File: src/inc/iepr_pkg.sv
// Constants shared by the interrupt enable and priority register bank
package iepr_pkg;
   // Bus and source geometry
   localparam int unsigned IEPR_ADDR_W  = 12;
   localparam int unsigned IEPR_NUM_SRC = 9;
   localparam int unsigned IEPR_IDX_W   = 4;

   // Register indices as printed; byte address is four times the index
   localparam logic [7:0] IEPR_EN_FIRST_IDX  = 8'ha8;
   localparam logic [7:0] IEPR_EN_SECOND_IDX = 8'hb1;
   localparam logic [7:0] IEPR_PRIO_HI_IDX   = 8'hb7;
   localparam logic [7:0] IEPR_PRIO_LO_IDX   = 8'hb8;
   localparam logic [11:0] IEPR_EN_FIRST_ADDR  = {2'b00, IEPR_EN_FIRST_IDX, 2'b00};
   localparam logic [11:0] IEPR_EN_SECOND_ADDR = {2'b00, IEPR_EN_SECOND_IDX, 2'b00};
   localparam logic [11:0] IEPR_PRIO_HI_ADDR   = {2'b00, IEPR_PRIO_HI_IDX, 2'b00};
   localparam logic [11:0] IEPR_PRIO_LO_ADDR   = {2'b00, IEPR_PRIO_LO_IDX, 2'b00};

   // Field positions in the first enable register
   localparam int unsigned IEPR_GLOBAL_BIT     = 7;
   localparam int unsigned IEPR_SERIAL_BIT     = 4;
   localparam int unsigned IEPR_TIMER_ONE_BIT  = 3;
   localparam int unsigned IEPR_EXT_ONE_BIT    = 2;
   localparam int unsigned IEPR_TIMER_ZERO_BIT = 1;
   localparam int unsigned IEPR_EXT_ZERO_BIT   = 0;

   // Field positions in the second enable register
   localparam int unsigned IEPR_USB_BIT    = 6;
   localparam int unsigned IEPR_CARD_BIT   = 3;
   localparam int unsigned IEPR_SPI_BIT    = 2;
   localparam int unsigned IEPR_KEYPAD_BIT = 0;

   // Source numbering, also the polling order (lower wins a tie)
   localparam int unsigned IEPR_SRC_EXT_ZERO   = 0;
   localparam int unsigned IEPR_SRC_TIMER_ZERO = 1;
   localparam int unsigned IEPR_SRC_EXT_ONE    = 2;
   localparam int unsigned IEPR_SRC_TIMER_ONE  = 3;
   localparam int unsigned IEPR_SRC_SERIAL     = 4;
   localparam int unsigned IEPR_SRC_SPI        = 5;
   localparam int unsigned IEPR_SRC_KEYPAD     = 6;
   localparam int unsigned IEPR_SRC_USB        = 7;
   localparam int unsigned IEPR_SRC_CARD       = 8;

   // Writable bit masks and values after reset
   localparam logic [7:0] IEPR_EN_FIRST_MASK   = 8'h9f;
   localparam logic [7:0] IEPR_EN_SECOND_FULL  = 8'h4d;
   localparam logic [7:0] IEPR_EN_SECOND_SMALL = 8'h48;
   localparam logic [7:0] IEPR_PRIO_MASK       = 8'h1f;
   localparam logic [7:0] IEPR_REG_RESET       = 8'h00;

   // Priority levels and bus answers
   localparam logic [1:0] IEPR_LEVEL_TOP  = 2'h3;
   localparam logic [1:0] IEPR_LEVEL_NONE = 2'h0;
   localparam logic [1:0] IEPR_RESP_OKAY   = 2'h0;
   localparam logic [1:0] IEPR_RESP_SLVERR = 2'h2;
endpackage

File: src/core/iepr_src_cell.sv
// One interrupt source: request gating and level forming
`timescale 1ns/10ps
`default_nettype none
module iepr_src_cell (
   // Source state
   input  wire logic       pending,
   input  wire logic       own_gate,
   input  wire logic       global_gate,
   // Priority bits
   input  wire logic       prio_hi,
   input  wire logic       prio_lo,
   // Gated result
   output logic            req,
   output logic [1:0]      level
);
   // Pass only with flag, own gate and master gate all set
   assign req   = pending & own_gate & global_gate;
   // High bit is the MSB of the level
   assign level = {prio_hi, prio_lo};
endmodule
`default_nettype wire

File: src/core/iepr_top.sv
// Interrupt enable and priority register bank with AXI4-Lite access
//
// The AXI4-Lite slave port was decided locally.
`timescale 1ns/10ps
`default_nettype none
// How it works
// - Master gate bit 7 of first enable blocks all sources while clear.
// - First enable bit 4 passes or blocks the serial request.
// - First enable bit 3 passes or blocks the timer one overflow.
// - First enable bit 2 passes or blocks external request one.
// - First enable bit 1 passes or blocks the timer zero overflow.
// - First enable bit 0 passes or blocks external request zero.
// - First enable register resets to zero; bits 6 and 5 reserved.
// - Second enable bit 6 gates the USB request.
// - Second enable bit 3 gates the smart card request.
// - Second enable bit 2 gates the SPI request on full variant.
// - Second enable bit 0 gates the keypad request on full variant.
// - Full variant second enable resets defined bits to zero; others reserved.
// - Reduced variant keeps only bits 6 and 3, both reset to zero.
// - Low priority register holds one bit for each of sources 0 to 4, bits 4 to 0.
// - Low priority register resets its five bits to zero.
// - High priority register holds partner bits at the same positions.
// - Level is high bit as MSB, low bit as LSB, 0 to 3.
// - Only a strictly higher level preempts; top level never preempted.
// - Equal levels are settled by a fixed polling order.
module iepr_top #(
   parameter bit FULL_VARIANT = 1'b1
) (
   // Clock and reset
   input  wire logic        aclk,
   input  wire logic        aresetn,
   // Write address channel
   input  wire logic [11:0] awaddr,
   input  wire logic        awvalid,
   output logic             awready,
   // Write data channel
   input  wire logic [31:0] wdata,
   input  wire logic [3:0]  wstrb,
   input  wire logic        wvalid,
   output logic             wready,
   // Write response channel
   output logic [1:0]       bresp,
   output logic             bvalid,
   input  wire logic        bready,
   // Read address channel
   input  wire logic [11:0] araddr,
   input  wire logic        arvalid,
   output logic             arready,
   // Read data channel
   output logic [31:0]      rdata,
   output logic [1:0]       rresp,
   output logic             rvalid,
   input  wire logic        rready,
   // Source flags and running handler
   input  wire logic [8:0]  irq_pending,
   input  wire logic        in_service_valid,
   input  wire logic [1:0]  in_service_level,
   // Gated requests and levels
   output logic [8:0]       irq_gated,
   output logic [17:0]      irq_level,
   // Arbitration result
   output logic             win_valid,
   output logic [3:0]       win_index,
   output logic [1:0]       win_level
);
   localparam logic [7:0] EN_SECOND_MASK = FULL_VARIANT ? iepr_pkg::IEPR_EN_SECOND_FULL
                                                        : iepr_pkg::IEPR_EN_SECOND_SMALL;

   logic [7:0]  en_first;
   logic [7:0]  en_second;
   logic [7:0]  prio_lo;
   logic [7:0]  prio_hi;
   logic        aw_held;
   logic        w_held;
   logic [11:0] aw_addr_q;
   logic [7:0]  w_byte_q;
   logic        w_strb_q;
   logic [31:0] next_rdata;
   logic [1:0]  next_rresp;
   logic        wr_hit;
   logic [8:0]  src_gate;
   logic [8:0]  src_hi;
   logic [8:0]  src_lo;
   logic [8:0]  cell_req;
   logic [17:0] cell_level;
   logic        next_win_valid;
   logic [3:0]  next_win_index;
   logic [1:0]  next_win_level;
   logic        do_write;

   assign do_write = aw_held && w_held && !bvalid;

   // Write address and data taken in either order
   always_ff @(posedge aclk) begin
      if (!aresetn) begin
         awready   <= 1'b1;
         wready    <= 1'b1;
         aw_held   <= 1'b0;
         w_held    <= 1'b0;
         aw_addr_q <= 12'h000;
         w_byte_q  <= 8'h00;
         w_strb_q  <= 1'b0;
      end else begin
         if (awvalid && awready) begin
            aw_held   <= 1'b1;
            awready   <= 1'b0;
            aw_addr_q <= awaddr;
         end
         if (wvalid && wready) begin
            w_held   <= 1'b1;
            wready   <= 1'b0;
            w_byte_q <= wdata[7:0];
            w_strb_q <= wstrb[0];
         end
         if (do_write) begin
            aw_held <= 1'b0;
            w_held  <= 1'b0;
         end
         if (bvalid && bready) begin
            awready <= 1'b1;
            wready  <= 1'b1;
         end
      end
   end

   // Write address decode
   always_comb begin
      case (aw_addr_q)
         iepr_pkg::IEPR_EN_FIRST_ADDR:  wr_hit = 1'b1;
         iepr_pkg::IEPR_EN_SECOND_ADDR: wr_hit = 1'b1;
         iepr_pkg::IEPR_PRIO_HI_ADDR:   wr_hit = 1'b1;
         iepr_pkg::IEPR_PRIO_LO_ADDR:   wr_hit = 1'b1;
         default:                       wr_hit = 1'b0;
      endcase
   end

   // Write response, error on unmapped address
   always_ff @(posedge aclk) begin
      if (!aresetn) begin
         bvalid <= 1'b0;
         bresp  <= iepr_pkg::IEPR_RESP_OKAY;
      end else if (do_write) begin
         bvalid <= 1'b1;
         bresp  <= wr_hit ? iepr_pkg::IEPR_RESP_OKAY : iepr_pkg::IEPR_RESP_SLVERR;
      end else if (bvalid && bready) begin
         bvalid <= 1'b0;
      end
   end

   // Register storage, reserved bits held at zero
   always_ff @(posedge aclk) begin
      if (!aresetn) begin
         en_first  <= iepr_pkg::IEPR_REG_RESET;
         en_second <= iepr_pkg::IEPR_REG_RESET;
         prio_lo   <= iepr_pkg::IEPR_REG_RESET;
         prio_hi   <= iepr_pkg::IEPR_REG_RESET;
      end else if (do_write && w_strb_q) begin
         case (aw_addr_q)
            iepr_pkg::IEPR_EN_FIRST_ADDR:
               en_first <= w_byte_q & iepr_pkg::IEPR_EN_FIRST_MASK;
            iepr_pkg::IEPR_EN_SECOND_ADDR:
               en_second <= w_byte_q & EN_SECOND_MASK;
            iepr_pkg::IEPR_PRIO_HI_ADDR:
               prio_hi <= w_byte_q & iepr_pkg::IEPR_PRIO_MASK;
            iepr_pkg::IEPR_PRIO_LO_ADDR:
               prio_lo <= w_byte_q & iepr_pkg::IEPR_PRIO_MASK;
            default: ;
         endcase
      end
   end

   // Read mux, reserved and upper bits read as zero
   always_comb begin
      next_rdata = 32'h0000_0000;
      next_rresp = iepr_pkg::IEPR_RESP_OKAY;
      case (araddr)
         iepr_pkg::IEPR_EN_FIRST_ADDR:  next_rdata[7:0] = en_first;
         iepr_pkg::IEPR_EN_SECOND_ADDR: next_rdata[7:0] = en_second;
         iepr_pkg::IEPR_PRIO_HI_ADDR:   next_rdata[7:0] = prio_hi;
         iepr_pkg::IEPR_PRIO_LO_ADDR:   next_rdata[7:0] = prio_lo;
         default:                       next_rresp = iepr_pkg::IEPR_RESP_SLVERR;
      endcase
   end

   // Read channel, one read under way at a time
   always_ff @(posedge aclk) begin
      if (!aresetn) begin
         arready <= 1'b1;
         rvalid  <= 1'b0;
         rdata   <= 32'h0000_0000;
         rresp   <= iepr_pkg::IEPR_RESP_OKAY;
      end else if (arvalid && arready) begin
         arready <= 1'b0;
         rvalid  <= 1'b1;
         rdata   <= next_rdata;
         rresp   <= next_rresp;
      end else if (rvalid && rready) begin
         rvalid  <= 1'b0;
         arready <= 1'b1;
      end
   end

   // Per-source gate and priority bits
   always_comb begin
      src_gate = 9'h000;
      src_hi   = 9'h000;
      src_lo   = 9'h000;
      src_gate[iepr_pkg::IEPR_SRC_EXT_ZERO]   = en_first[iepr_pkg::IEPR_EXT_ZERO_BIT];
      src_gate[iepr_pkg::IEPR_SRC_TIMER_ZERO] = en_first[iepr_pkg::IEPR_TIMER_ZERO_BIT];
      src_gate[iepr_pkg::IEPR_SRC_EXT_ONE]    = en_first[iepr_pkg::IEPR_EXT_ONE_BIT];
      src_gate[iepr_pkg::IEPR_SRC_TIMER_ONE]  = en_first[iepr_pkg::IEPR_TIMER_ONE_BIT];
      src_gate[iepr_pkg::IEPR_SRC_SERIAL]     = en_first[iepr_pkg::IEPR_SERIAL_BIT];
      src_gate[iepr_pkg::IEPR_SRC_SPI]        = en_second[iepr_pkg::IEPR_SPI_BIT];
      src_gate[iepr_pkg::IEPR_SRC_KEYPAD]     = en_second[iepr_pkg::IEPR_KEYPAD_BIT];
      src_gate[iepr_pkg::IEPR_SRC_USB]        = en_second[iepr_pkg::IEPR_USB_BIT];
      src_gate[iepr_pkg::IEPR_SRC_CARD]       = en_second[iepr_pkg::IEPR_CARD_BIT];
      // First five sources share bit positions with the priority registers
      src_hi[4:0] = prio_hi[4:0];
      src_lo[4:0] = prio_lo[4:0];
   end

   // One gating cell per source
   genvar g;
   generate
      for (g = 0; g < iepr_pkg::IEPR_NUM_SRC; g++) begin : gen_src
         iepr_src_cell u_cell (
            .pending     (irq_pending[g]),
            .own_gate    (src_gate[g]),
            .global_gate (en_first[iepr_pkg::IEPR_GLOBAL_BIT]),
            .prio_hi     (src_hi[g]),
            .prio_lo     (src_lo[g]),
            .req         (cell_req[g]),
            .level       (cell_level[2*g+1:2*g])
         );
      end
   endgenerate

   // Pick highest level, lowest source number on a tie
   always_comb begin
      next_win_valid = 1'b0;
      next_win_index = 4'h0;
      next_win_level = iepr_pkg::IEPR_LEVEL_NONE;
      for (int i = iepr_pkg::IEPR_NUM_SRC - 1; i >= 0; i--) begin
         if (cell_req[i] && (!next_win_valid || cell_level[2*i+:2] >= next_win_level)) begin
            next_win_valid = 1'b1;
            next_win_index = 4'(i);
            next_win_level = cell_level[2*i+:2];
         end
      end
      // Running handler yields only to a strictly higher level
      if (in_service_valid && !(next_win_level > in_service_level)) begin
         next_win_valid = 1'b0;
      end
   end

   // Registered outputs toward the core
   always_ff @(posedge aclk) begin
      if (!aresetn) begin
         irq_gated <= 9'h000;
         irq_level <= 18'h00000;
         win_valid <= 1'b0;
         win_index <= 4'h0;
         win_level <= iepr_pkg::IEPR_LEVEL_NONE;
      end else begin
         irq_gated <= cell_req;
         irq_level <= cell_level;
         win_valid <= next_win_valid;
         win_index <= next_win_index;
         win_level <= next_win_level;
      end
   end
endmodule
`default_nettype wire

File: config.mk
export PLATFORM = sky130hd
export DESIGN_NAME = iepr_top
export DESIGN_NICKNAME = d
export VERILOG_FILES = /design/src/inc/iepr_pkg.sv /design/src/core/iepr_src_cell.sv /design/src/core/iepr_top.sv
export SDC_FILE = /design/constraint.sdc
export NUM_CORES = 1
export LEC_CHECK = 0
export ABC_AREA = 1
export ABC_CLOCK_PERIOD_IN_PS = 4500
export BUFFER_PORTS_ARGS = -buffer_cell sky130_fd_sc_hd__buf_2
export CORE_AREA = 2 2 101 103
export CTS_CLUSTER_DIAMETER = 120
export DETAILED_ROUTE_END_ITERATION = 7
export DIE_AREA = 0 0 103 105
export PLACE_DENSITY = 0.74
export SETUP_SLACK_MARGIN = 0.2
export SYNTH_ARGS = -nofsm -noshare
export SYNTH_HDL_FRONTEND = slang
export SYNTH_SLANG_ARGS = --single-unit
export TNS_END_PERCENT = 50
File: constraint.sdc
create_clock -name aclk -period 4.5 [get_ports aclk]
set_clock_uncertainty 0.05 [all_clocks]
set_input_delay 0.225 -clock aclk [delete_from_list [all_inputs] [get_ports aclk]]
set_output_delay 0.225 -clock aclk [all_outputs]
set_load 0.005 [all_outputs]
# Word-level counts from Yosys, hierarchy flattened
# Cells that the tools add are included.
[totals] ff_bits=94 input_bits=79 out_inout_bits=75
[op_classes] magnitude_cmp=6 eq_ne=8 mux=32 bitwise_logic=19 n_reduce_logical=41
[op_table] operator="equality test 12 x 10 -> 1 bit, second input constant" count=8
[op_table] operator="one-hot mux 8 bit (4 select lines)" count=1
[op_table] operator="bitwise AND 1 bit" count=18
[op_table] operator="two-way mux 2 bit" count=9
[op_table] operator="two-way mux 1 bit" count=17
[op_table] operator="logical AND 1 bit" count=14
[op_table] operator="two-way mux 3 bit" count=4
[op_table] operator="OR reduction 9 bit" count=1
[op_table] operator="greater-or-equal comparator 2 bit" count=4
[op_table] operator="AND reduction 2 bit" count=4
[op_table] operator="OR reduction 2 bit" count=4
[op_table] operator="OR reduction 4 bit" count=2
[op_table] operator="logical NOT 1 bit" count=7
[op_table] operator="logical OR 1 bit" count=5
[op_table] operator="OR reduction 5 bit" count=1
[op_table] operator="two-way mux 4 bit" count=1
[op_table] operator="nonzero test 2 bit" count=2
[op_table] operator="OR reduction 3 bit" count=1
[op_table] operator="greater-or-equal comparator 2 x 1 -> 1 bit, second input constant" count=1
[op_table] operator="greater-than comparator 2 bit" count=1
[op_table] operator="inverter 1 bit" count=1

# Depth between registers and ports, before layout
# Gate-level depths: netlist of run 1.
[logic_depth] word_depth=30 depth_mapped=44

# Cells and area by module
# From an unflattened synthesis of run 1, not the netlist that was laid out.
[hier_totals] cells_unflattened=620 hier_area_um2=4508.1
[by_module_without_submodules] module="iepr_top" n_inst=1 cells_each=575 area_per_inst_um2=4249.1 seq_area_each_um2=1801.7
[by_module_without_submodules] module="iepr_src_cell" n_inst=9 cells_each=5 area_per_inst_um2=28.8 seq_area_each_um2=0.0

# Worst setup path after synthesis of run 1
# Ideal clock, no wire load.
[synth_path] path_type="register to register" startpoint="register en_first[7]" endpoint="register win_valid" setup_ns=0.086 t_arrival_ns=4.661 required_time_ns=4.364 setup_slack_ns=-0.297 stages_incl_launch_ff=39 n_path_buf=0 synth_period_minus_slack_ns=4.797 cell_sequence="dfxtp_1 > nand3_1 > nor2_1 > inv_1 > ha_1 > a21oi_1 > nand2_4 > nand2_4 > nand2_2 > and2_1 > ha_1 > a21oi_1 > nand2_1 > nand2_2 > nand3_1 > nand2_1 > inv_1 > ha_1 > [3 not listed] > nand2_1 > nand2_2 > inv_2 > nand2_1 > nand2_1 > ha_1 > o21ai_0 > nand2_1 > o21bai_1 > nand2_2 > nand3_1 > nand2_1 > inv_1 > ha_1 > inv_1 > nor2_1 > o21ai_0 > a211oi_1"
[synth_between] elab_chain_len=29
[synth_lines] element="start, declared" line="iepr_top.sv:69" source="logic [7:0] en_first;"
[synth_lines] element="start signal, assigned" line="iepr_top.sv:153" source="en_first <= iepr_pkg::IEPR_REG_RESET;"
[synth_lines] element="start signal, assigned" line="iepr_top.sv:160" source="en_first <= w_byte_q & iepr_pkg::IEPR_EN_FIRST_MASK;"
[synth_lines] element="bitwise AND 1 bit" line="iepr_src_cell.sv:17" source="assign req = pending & own_gate & global_gate;"
[synth_lines] element="two-way mux 1 bit (4 in a row)" line="iepr_top.sv:244" source="if (cell_req[i] && (!next_win_valid || cell_level[2*i+:2] >= next_win_level)) begin"
[synth_lines] element="logical NOT 1 bit" line="iepr_top.sv:244"
[synth_lines] element="logical OR 1 bit" line="iepr_top.sv:244"
[synth_lines] element="logical AND 1 bit" line="iepr_top.sv:244"
[synth_lines] element="two-way mux 2 bit / two-way mux 1 bit (equally long branches)" line="iepr_top.sv:244"
[synth_lines] element="greater-or-equal comparator 2 bit / logical NOT 1 bit (equally long branches)" line="iepr_top.sv:244"
[synth_lines] element="logical OR 1 bit" line="iepr_top.sv:244"
[synth_lines] element="[11 not listed]"
[synth_lines] element="logical OR 1 bit" line="iepr_top.sv:244"
[synth_lines] element="logical AND 1 bit" line="iepr_top.sv:244"
[synth_lines] element="two-way mux 2 bit *" line="iepr_top.sv:244"
[synth_lines] element="named net next_win_level[1]" line="iepr_top.sv:88" source="logic [1:0] next_win_level;"
[synth_lines] element="greater-than comparator 2 bit *" line="iepr_top.sv:251" source="if (in_service_valid && !(next_win_level > in_service_level)) begin"
[synth_lines] element="logical NOT 1 bit *" line="iepr_top.sv:251"
[synth_lines] element="logical AND 1 bit *" line="iepr_top.sv:251"
[synth_lines] element="OR reduction 2 bit (no line) *"
[synth_lines] element="end signal, assigned" line="iepr_top.sv:267" source="win_valid <= next_win_valid;"
[synth_lines] element="end, declared" line="iepr_top.sv:62" source="output logic win_valid,"
# Mark *: on every way through the listed nets, which the timed path passes. The rest lies on a longest branch.
# A chain may end at the register's enable or synchronous reset.

# Worst setup path in the final report of run 1
[layout_path] startpoint="register en_first[7]" endpoint="register win_level[1]"
[layout_between] elab_chain_len=25
[layout_lines] element="bitwise AND 1 bit" line="iepr_src_cell.sv:17"
[layout_lines] element="two-way mux 1 bit (4 in a row)" line="iepr_top.sv:244"
[layout_lines] element="logical NOT 1 bit" line="iepr_top.sv:244"
[layout_lines] element="logical OR 1 bit" line="iepr_top.sv:244"
[layout_lines] element="logical AND 1 bit" line="iepr_top.sv:244"
[layout_lines] element="two-way mux 2 bit / two-way mux 1 bit (equally long branches)" line="iepr_top.sv:244"
[layout_lines] element="greater-or-equal comparator 2 bit / logical NOT 1 bit (equally long branches)" line="iepr_top.sv:244"
[layout_lines] element="logical OR 1 bit" line="iepr_top.sv:244"
[layout_lines] element="[6 not listed]"
[layout_lines] element="greater-or-equal comparator 2 bit / logical NOT 1 bit (equally long branches)" line="iepr_top.sv:244"
[layout_lines] element="logical OR 1 bit" line="iepr_top.sv:244"
[layout_lines] element="logical AND 1 bit" line="iepr_top.sv:244"
[layout_lines] element="two-way mux 2 bit / two-way mux 1 bit (equally long branches)" line="iepr_top.sv:244"
[layout_lines] element="greater-or-equal comparator 2 bit / logical NOT 1 bit (equally long branches)" line="iepr_top.sv:244"
[layout_lines] element="logical OR 1 bit" line="iepr_top.sv:244"
[layout_lines] element="logical AND 1 bit" line="iepr_top.sv:244"
[layout_lines] element="two-way mux 2 bit *" line="iepr_top.sv:244"
[layout_lines] element="end signal, assigned" line="iepr_top.sv:263" source="win_level <= iepr_pkg::IEPR_LEVEL_NONE;"
[layout_lines] element="end signal, assigned" line="iepr_top.sv:269" source="win_level <= next_win_level;"
[layout_lines] element="end, declared" line="iepr_top.sv:64" source="output logic [1:0] win_level"
# Mark *: on every way between the ends. The rest lies on a longest branch, timed or not.

==> flow_summary.json, run 1 <==
{
  "synth_edf_count": 0,
  "hold_viol": 0,
  "htreeDepth": 3,
  "worstMarginPinSlew_ns": 0.912,
  "drcViolationCount": 0,
  "preCtsSetupSlack_ns": -0.350,
  "antenna_cells": 0,
  "hold_end": "win_valid$_SDFF_PP0_",
  "min_period_over_period": 1.08,
  "cp_data_required_time_ns": 4.72,
  "slew_headroom": 0.389,
  "grt_max_degree": 51,
  "synth_cells": 514,
  "peakVddDrop_mv": 0.213,
  "p_leak_uw": 0.00253,
  "die_y_um": 105,
  "dp_cells": 761,
  "io_buffers": 90,
  "dr.first_iter.drc_count": 176,
  "antenna_found_initial": 0,
  "arrival_ns": 5.10,
  "track_usage": 0.190,
  "nFillCells": 893,
  "core_area_um2": 9640,
  "rsz0062_at_grt": "true",
  "max_freq_ghz": 0.205,
  "ctsLongestPathBuffers": 2,
  "gp_congestion": 0.819,
  "grt_pass1_vias": 3560,
  "yosys_warnings": 0,
  "yosysMostFrequentCell": "dfxtp_1",
  "synth_top_cell_area_share": 0.427,
  "async_flop_share": 0,
  "path_delay_family": "simple AND/OR/NAND/NOR gates",
  "die_x_um": 103,
  "path_class": "reg2reg",
  "dpl.hpwl_mm": 7.10,
  "drive_gt1_frac": 0.349,
  "viasPerCell": 4.70,
  "fin_crit_ns": 4.88,
  "yosysSeqAreaShare": 0.427,
  "ys_ff_latch": 82,
  "ant_nets": 0,
  "hp-class": "in2reg",
  "syn_avg_cell_area_um2": 7.47,
  "grt_overflow": 0,
  "holdPathStages": 2,
  "cp_slowest_cell": "dfxtp_2",
  "critPathCaptureType": "flip-flop",
  "cp_max_fo": 4,
  "tritoncts": "done",
  "finalNetCount": 753,
  "dr_total_vias": 3766,
  "violations": "negative setup slack",
  "rows": 36,
  "wl_per_cell_um": 13.0,
  "r2r_cells": 41,
  "fin_cells": 801,
  "status": "finished with violations",
  "cts.reportedPaths.clkPinSlew_ns": 0.08,
  "yosysTopAreaCell": "dfxtp_1",
  "cts_buffers": 9,
  "first_pass_iters": 4,
  "setup_viol": 3,
  "syn_to_final_growth_pct": 34.3,
  "setup_ws_ns": -0.379,
  "fp.dieArea_um2": 10800,
  "rr_endpoint": "win_level[1]$_SDFF_PN0_",
  "power.density_nw_per_um2": 278,
  "ys.flop_type": "dfxtp_1",
  "cts.sink_count": 82,
  "max_stage_delay_ns": 0.36,
  "rrSetupSlack_ns": -0.38,
  "synth_cell_types": 35,
  "maxCapViolCount": 0,
  "synth_area_leaders": "dfxtp_1, nor2_1, buf_4, nand2_1, inv_1",
  "insertion_delay_ns": 0.35,
  "slew_violations": 0,
  "worstPathBufferInverterCount": 11,
  "min_from": "in_service_valid",
  "boundaryPins": 154,
  "reg2reg_from": "en_first[7]$_SDFFE_PN0P_",
  "syn_area_um2": 3840,
  "root_buffer": "clkbuf_8",
  "initial_utilization": 0.398,
  "grt_pass1_wl_mm": 16.1,
  "routed_wl_mm": 10.4,
  "cp-start-kind": "flip-flop",
  "netlist_top_cells_count": "dfxtp_1, nor2_1, nand2_1"
}
## worst register-to-register path, delay by kind of cell (launching register included)
kind | cells | cell delay, ns
compound gates | 5 | 0.61
simple gates | 21 | 1.78
fa+ha+maj | 4 | 1.06
buf+inv | 11 | 0.95
flops | 1 | 0.36
## logic make-up after synthesis
family                   share of synthesized area
other                                     0.000976
flip-flops                                   0.427
adder cells (fa/ha/maj)                     0.0326
AO/OA/AOI/OAI                                0.133
AND/OR/NAND/NOR                              0.256
buffers and inverters                        0.150
## per-stage QoR
stage	cell area (um^2)	util	hold WS [ns]	total power (uW)	TNS, ns
finish	5160	0.535	0.0322	1430	-0.756
global route	5160	0.535	0.0139	1490	-2.14
CTS	5040	0.523	0.000439	1440	-0.355
detailed placement	4590	0.476	0.375	893	-0.350
global placement	4590	0.476	0.365	887	-0.0880
floorplan	4020	-	0.279	866	-0.0594
## worst max path at each step
stage                         endpoint  depth (start not counted)  slack (ns)                     start
4_1_cts           win_valid$_SDFF_PP0_                         41       -0.20  en_first[4]$_SDFFE_PN0P_
2_1_floorplan     win_valid$_SDFF_PP0_                         39       -0.06  en_first[7]$_SDFFE_PN0P_
5_1_grt           win_valid$_SDFF_PP0_                         41       -0.63  en_first[7]$_SDFFE_PN0P_
3_5_place_dp      win_valid$_SDFF_PP0_                         39       -0.35            irq_pending[4]
3_3_place_gp      win_valid$_SDFF_PP0_                         39       -0.09            irq_pending[4]
6_report       win_level[1]$_SDFF_PN0_                         41       -0.38  en_first[7]$_SDFFE_PN0P_
## power by group
part	internal, uW	switching (uW)	total, uW
Clock	309	244	554
Combinational	41.5	73.0	114
Sequential	747	17.8	765
Total	1100	335	1430
## sequential cells by signal (all words and copies together) (netlist names)
register / count
arready: 1
aw_addr_q: 12
aw_held: 1
awready: 1
bresp: 1
bvalid: 1
en_first: 6
en_second: 4
irq_gated: 9
irq_level: 10
prio_hi: 5
prio_lo: 5
rdata: 7
rresp: 1
rvalid: 1
w_byte_q: 7
w_held: 1
w_strb_q: 1
win_index: 4
win_level: 2
win_valid: 1
wready: 1
## layout by cell type (no fill, tap or decap), drive strengths merged, types with 4 or more instances in the layout
| master | instances |
|---|---|
| a211oi | 6 |
| a21oi | 34 |
| buf | 151 |
| clkbuf | 12 |
| clkinv | 4 |
| conb | 35 |
| dfxtp | 82 |
| ha | 10 |
| inv | 66 |
| nand2 | 81 |
| nand3 | 29 |
| nand4 | 5 |
| nor2 | 79 |
| nor3 | 8 |
| nor4 | 4 |
| o21ai | 48 |
| o22ai | 5 |
## metal layers
| metal | up-vias | routed length (um) | track usage |
|---|---|---|---|
| met5 | - | 0 | 0 |
| met1 | 1701 | 4170 | 0.209 |
| met3 | 32 | 673 | 0.0542 |
| met2 | 152 | 5230 | 0.333 |
| met4 | 0 | 328 | 0.0827 |
| li1 | 1881 | - | - |
## what timing repair did
| action | CTS | global route |
|---|---|---|
| hold buffers | 0 | 0 |
| pin swaps | 32 | 30 |
| resized for setup | 16 | 24 |
| gates cloned | 0 | 0 |
| setup endpoints to repair | 7 | 7 |
| setup buffers | 23 | 2 |
## cell type report
| class | instances | area, um^2 | area share |
|---|---|---|---|
| multi-input cells | 351 | 1980 | 0.383 |
| flip-flops and latches | 82 | 1650 | 0.319 |
| repair buffers | 151 | 912 | 0.177 |
| inverters | 69 | 259 | 0.0502 |
| well taps | 133 | 166 | 0.0323 |
| clock buffers | 12 | 135 | 0.0262 |
| clock inverters | 3 | 65.1 | 0.0126 |
Note: power is estimated with default switching activity, not from simulation.
==> inputs of run 2 (changes only) <==
Settings changed: ABC_CLOCK_PERIOD_IN_PS 4500 to 6300, PLACE_DENSITY 0.74 to 0.71, REMOVE_ABC_BUFFERS set to 1.
Clock period 4.5 ns to 6.3 ns, I/O delays scaled along.
==> flow_summary.json, run 2 (synthesized netlist as in run 1, its figures left out) <==
{
  "status": "finished, final reports clean",
  "rr_endpoint": "win_valid$_SDFF_PP0_",
  "power.density_nw_per_um2": 228,
  "grt_pass1_vias": 3107,
  "dr.first_iter.drc_count": 186,
  "boundaryPins": 154,
  "layout_common_cells": "buf_2, dfxtp_1, nor2_1",
  "fp.dieArea_um2": 10800,
  "cp_data_required_time_ns": 6.50,
  "insertion_delay_ns": 0.35,
  "core_area_um2": 9640,
  "cts.sink_count": 82,
  "tns_ns": 0,
  "syn_to_final_growth_pct": 16.6,
  "arrival_ns": 5.54,
  "max_freq_ghz": 0.187,
  "slew_headroom": 0.406,
  "viasPerCell": 4.54,
  "slew_violations": 0,
  "antenna_found_initial": 0,
  "cts_resized": 0,
  "setup_viol": 0,
  "worstSetupStartpoint": "en_first[7]$_SDFFE_PN0P_",
  "antenna_cells": 0,
  "cts-hold-fix-buffers": 0,
  "min_from": "in_service_valid",
  "reg2reg_from": "en_first[7]$_SDFFE_PN0P_",
  "rsz0062_at_grt": "false",
  "rows": 36,
  "path_delay_family": "simple AND/OR/NAND/NOR gates",
  "cts_buffers": 9,
  "track_usage": 0.163,
  "r2r_cells": 39,
  "grt_pass1_wl_mm": 13.9,
  "p_leak_uw": 0.00225,
  "fin_crit_ns": 5.34,
  "setup_ws_ns": 0.961,
  "path_class": "reg2reg",
  "cpMostUsedCell": "nand2_1",
  "final_common_cell": "buf_2",
  "die_y_um": 105,
  "cp_slowest_cell": "dfxtp_1",
  "critPathCaptureType": "flip-flop",
  "largest_reg_flops": 12,
  "finalNetCount": 693,
  "drcViolationCount": 0,
  "max_stage_delay_ns": 0.35,
  "htreeDepth": 3,
  "hp-class": "in2reg",
  "cts_setup_buffers": 0,
  "die_x_um": 103,
  "gp_congestion": 0.853,
  "wl_per_cell_um": 11.6,
  "worstPathBufferInverterCount": 6,
  "grt_overflow": 0,
  "hold_end": "win_valid$_SDFF_PP0_",
  "grt_max_degree": 51,
  "dpl.hpwl_mm": 6.58,
  "first_pass_iters": 6,
  "holdPathStages": 2,
  "worstMarginPinSlew_ns": 0.885,
  "tritoncts": "done",
  "peakVddDrop_mv": 0.149,
  "initial_utilization": 0.398,
  "top_regs": "aw_addr_q (12), irq_level (10), irq_gated (9)",
  "dr_total_vias": 3361,
  "root_buffer": "clkbuf_8",
  "cp_max_fo": 6,
  "fin_cells": 741,
  "routed_wl_mm": 8.61,
  "preCtsSetupSlack_ns": 0.915,
  "hold_viol": 0,
  "ant_nets": 0,
  "drive_gt1_frac": 0.222,
  "io_buffers": 90,
  "maxCapViolCount": 0,
  "cts.reportedPaths.clkPinSlew_ns": 0.07,
  "dp_cells": 726,
  "ctsLongestPathBuffers": 2,
  "rrSetupSlack_ns": 0.96,
  "cp-start-kind": "flip-flop",
  "min_period_over_period": 0.847,
  "top_register": "aw_addr_q"
}
-- run 2: area by class of cell --
type / count / area [um^2]
clock buffer: 9 / 124
inverter: 69 / 259
timing repair buffer: 91 / 458
fill: 996 / 5160
tap: 133 / 166
multi-input combinational: 351 / 1750
sequential: 82 / 1640
clock inverter: 6 / 82.6
-- run 2: per-layer routing --
metal,wire length (um),track usage,vias up,part of all wire
li1,-,-,1757,-
met1,3810,0.198,1475,0.44
met2,4010,0.274,112,0.47
met3,606,0.0455,17,0.070
met4,177,0.0555,0,0.021
met5,0,0,-,0
-- run 2: worst max path at each step --
stage,endpoint,depth (start not counted)
after CTS,win_valid$_SDFF_PP0_,38
after global placement,win_valid$_SDFF_PP0_,39
after floorplan,win_valid$_SDFF_PP0_,38
after detailed placement,win_valid$_SDFF_PP0_,39
final,win_valid$_SDFF_PP0_,39
after global routing,win_valid$_SDFF_PP0_,39
-- run 2: per-stage QoR --
step	area [um^2]	hold WS [ns]	utilization	power, uW
4_1_cts	4480	0.0854	0.465	1030
3_5_place_dp	4270	0.375	0.443	637
6_report	4480	0.0981	0.465	1020
5_1_grt	4480	0.106	0.465	1070
3_3_place_gp	4270	0.375	0.443	634
2_1_floorplan	3650	0.334	-	600
-- run 2: worst register-to-register path, delay by kind of cell (launching register included) --
kind | cells | cell delay (ns)
simple gates | 21 | 2.06
fa+ha+maj | 5 | 1.37
compound gates | 7 | 1.10
flops | 1 | 0.35
buf+inv | 6 | 0.28
-- run 2: report_power, final --
group / leakage, uW / switching [uW] / internal (uW) / total (uW)
Sequential: 0.000667 / 11.4 / 534 / 545
Combinational: 0.00147 / 50.8 / 28.8 / 79.6
Clock: 0.000105 / 180 / 219 / 398
Total: 0.00225 / 242 / 781 / 1020
==> inputs of run 3 (changes only) <==
Settings changed: ABC_CLOCK_PERIOD_IN_PS 6300 to 4400, PLACE_DENSITY 0.71 to 0.74.
Clock period 6.3 ns to 4.4 ns, I/O delays scaled along.
==> flow_summary.json, run 3 (synthesized netlist as in run 1, its figures left out) <==
{
  "status": "finished with violations",
  "violations": "negative setup slack",
  "initial_utilization": 0.398,
  "r2r_cells": 43,
  "top_register": "aw_addr_q",
  "layout_common_cells": "buf_2, dfxtp_1, nor2_1",
  "cp_data_required_time_ns": 4.65,
  "drive_gt1_frac": 0.366,
  "track_usage": 0.190,
  "hp-class": "in2reg",
  "max_stage_delay_ns": 0.36,
  "viasPerCell": 4.71,
  "reg2reg_from": "en_first[7]$_SDFFE_PN0P_",
  "critPathCaptureType": "flip-flop",
  "holdPathStages": 3,
  "rsz0062_at_grt": "true",
  "hold_ws_ns": 0.0551,
  "die_x_um": 103,
  "first_pass_iters": 7,
  "dr_total_vias": 3835,
  "p_leak_uw": 0.00262,
  "wl_per_cell_um": 13.2,
  "cp_max_fo": 4,
  "max_freq_ghz": 0.200,
  "ant_nets": 0,
  "final_common_cell": "buf_2",
  "grt_pass1_wl_mm": 16.2,
  "maxCapViolCount": 0,
  "rr_endpoint": "win_level[1]$_SDFF_PN0_",
  "grt_pass1_vias": 3551,
  "tritoncts": "done",
  "path_class": "reg2reg",
  "grt_overflow": 0,
  "gp_congestion": 0.887,
  "worstMarginPinSlew_ns": 0.841,
  "tns_ns": -2.68,
  "min_from": "awaddr[0]",
  "largest_reg_flops": 12,
  "fp.dieArea_um2": 10800,
  "cts_buffers": 9,
  "routed_wl_mm": 10.7,
  "antenna_cells": 0,
  "fin_crit_ns": 4.99,
  "min_period_over_period": 1.13,
  "drcViolationCount": 0,
  "io_buffers": 90,
  "cts.sink_count": 82,
  "insertion_delay_ns": 0.36,
  "nFillCells": 920,
  "rows": 36,
  "cp_slowest_cell": "dfxtp_2",
  "hold_end": "aw_addr_q[0]$_SDFFE_PN0P_",
  "peakVddDrop_mv": 0.188,
  "cts.reportedPaths.clkPinSlew_ns": 0.09,
  "power.density_nw_per_um2": 281,
  "cp-start-kind": "flip-flop",
  "finalNetCount": 765,
  "cpMostUsedCell": "nand2_2",
  "slew_violations": 0,
  "core_area_um2": 9640,
  "final_core_util": 0.549,
  "worstSetupStartpoint": "en_first[7]$_SDFFE_PN0P_",
  "die_y_um": 105,
  "ctsLongestPathBuffers": 2,
  "dr.first_iter.drc_count": 181,
  "rrSetupSlack_ns": -0.59,
  "dpl.hpwl_mm": 6.87,
  "grt_max_degree": 51,
  "htreeDepth": 3,
  "hold_viol": 0,
  "boundaryPins": 154,
  "top_regs": "aw_addr_q (12), irq_level (10), irq_gated (9)",
  "finalPower_uw": 1490,
  "setup_ws_ns": -0.590,
  "setup_viol": 7,
  "antenna_found_initial": 0,
  "syn_to_final_growth_pct": 37.8,
  "root_buffer": "clkbuf_8",
  "slew_headroom": 0.439,
  "arrival_ns": 5.24
}
## run 3: area by class of cell
class	instances	area, um^2	share of cell area
multi-input cells	351	1970	0.371
flip-flops and latches	82	1640	0.311
repair buffers	163	1040	0.196
inverters	69	259	0.0489
well taps	133	166	0.0314
clock buffers	9	124	0.0234
clock inverters	7	93.8	0.0177
## run 3: per-stage QoR
step | setup WS, ns | instances | cell area, um^2
floorplan | -0.701 | 502 | 3650
global placement | -0.306 | 759 | 4520
detailed placement | -0.518 | 759 | 4520
CTS | -0.268 | 804 | 5110
global route | -0.870 | 814 | 5290
finish | -0.590 | 814 | 5290
## run 3: power breakdown
part / switching (uW) / internal [uW]
Clock: 270 / 318
Combinational: 75.0 / 43.9
Sequential: 17.0 / 764
## run 3: what timing repair did
| action | 4_1_cts | 5_1_grt |
|---|---|---|
| hold endpoints to repair | 1 | 0 |
| gates resized for setup | 35 | 26 |
| pin swaps | 37 | 32 |
| hold buffers | 1 | 0 |
| buffers inserted | 28 | 10 |
| setup endpoints to repair | 7 | 7 |
## run 3: critical path, delay by kind of cell (launching register included)
family / cells / cell delay, ns
AOI/OAI and AO/OA: 5 / 0.74
buffers and inverters: 12 / 1.02
adders and majority gates: 4 / 0.96
DFF: 1 / 0.36
and+or+nand+nor: 22 / 1.82
## run 3: routing by layer
| layer | global-route usage | wire, um | share of wire |
|---|---|---|---|
| met3 | 0.0508 | 800 | 0.075 |
| met4 | 0.0761 | 421 | 0.039 |
| met1 | 0.225 | 4260 | 0.40 |
| met5 | 0 | 0 | 0 |
| met2 | 0.320 | 5230 | 0.49 |
## run 3: worst max-delay path by stage
stage               slack [ns]                 endpoint
floorplan                -0.70     win_valid$_SDFF_PP0_
global placement         -0.31     win_valid$_SDFF_PP0_
detailed placement       -0.52     win_valid$_SDFF_PP0_
CTS                      -0.27     win_valid$_SDFF_PP0_
global route             -0.87     win_valid$_SDFF_PP0_
finish                   -0.59  win_level[1]$_SDFF_PN0_
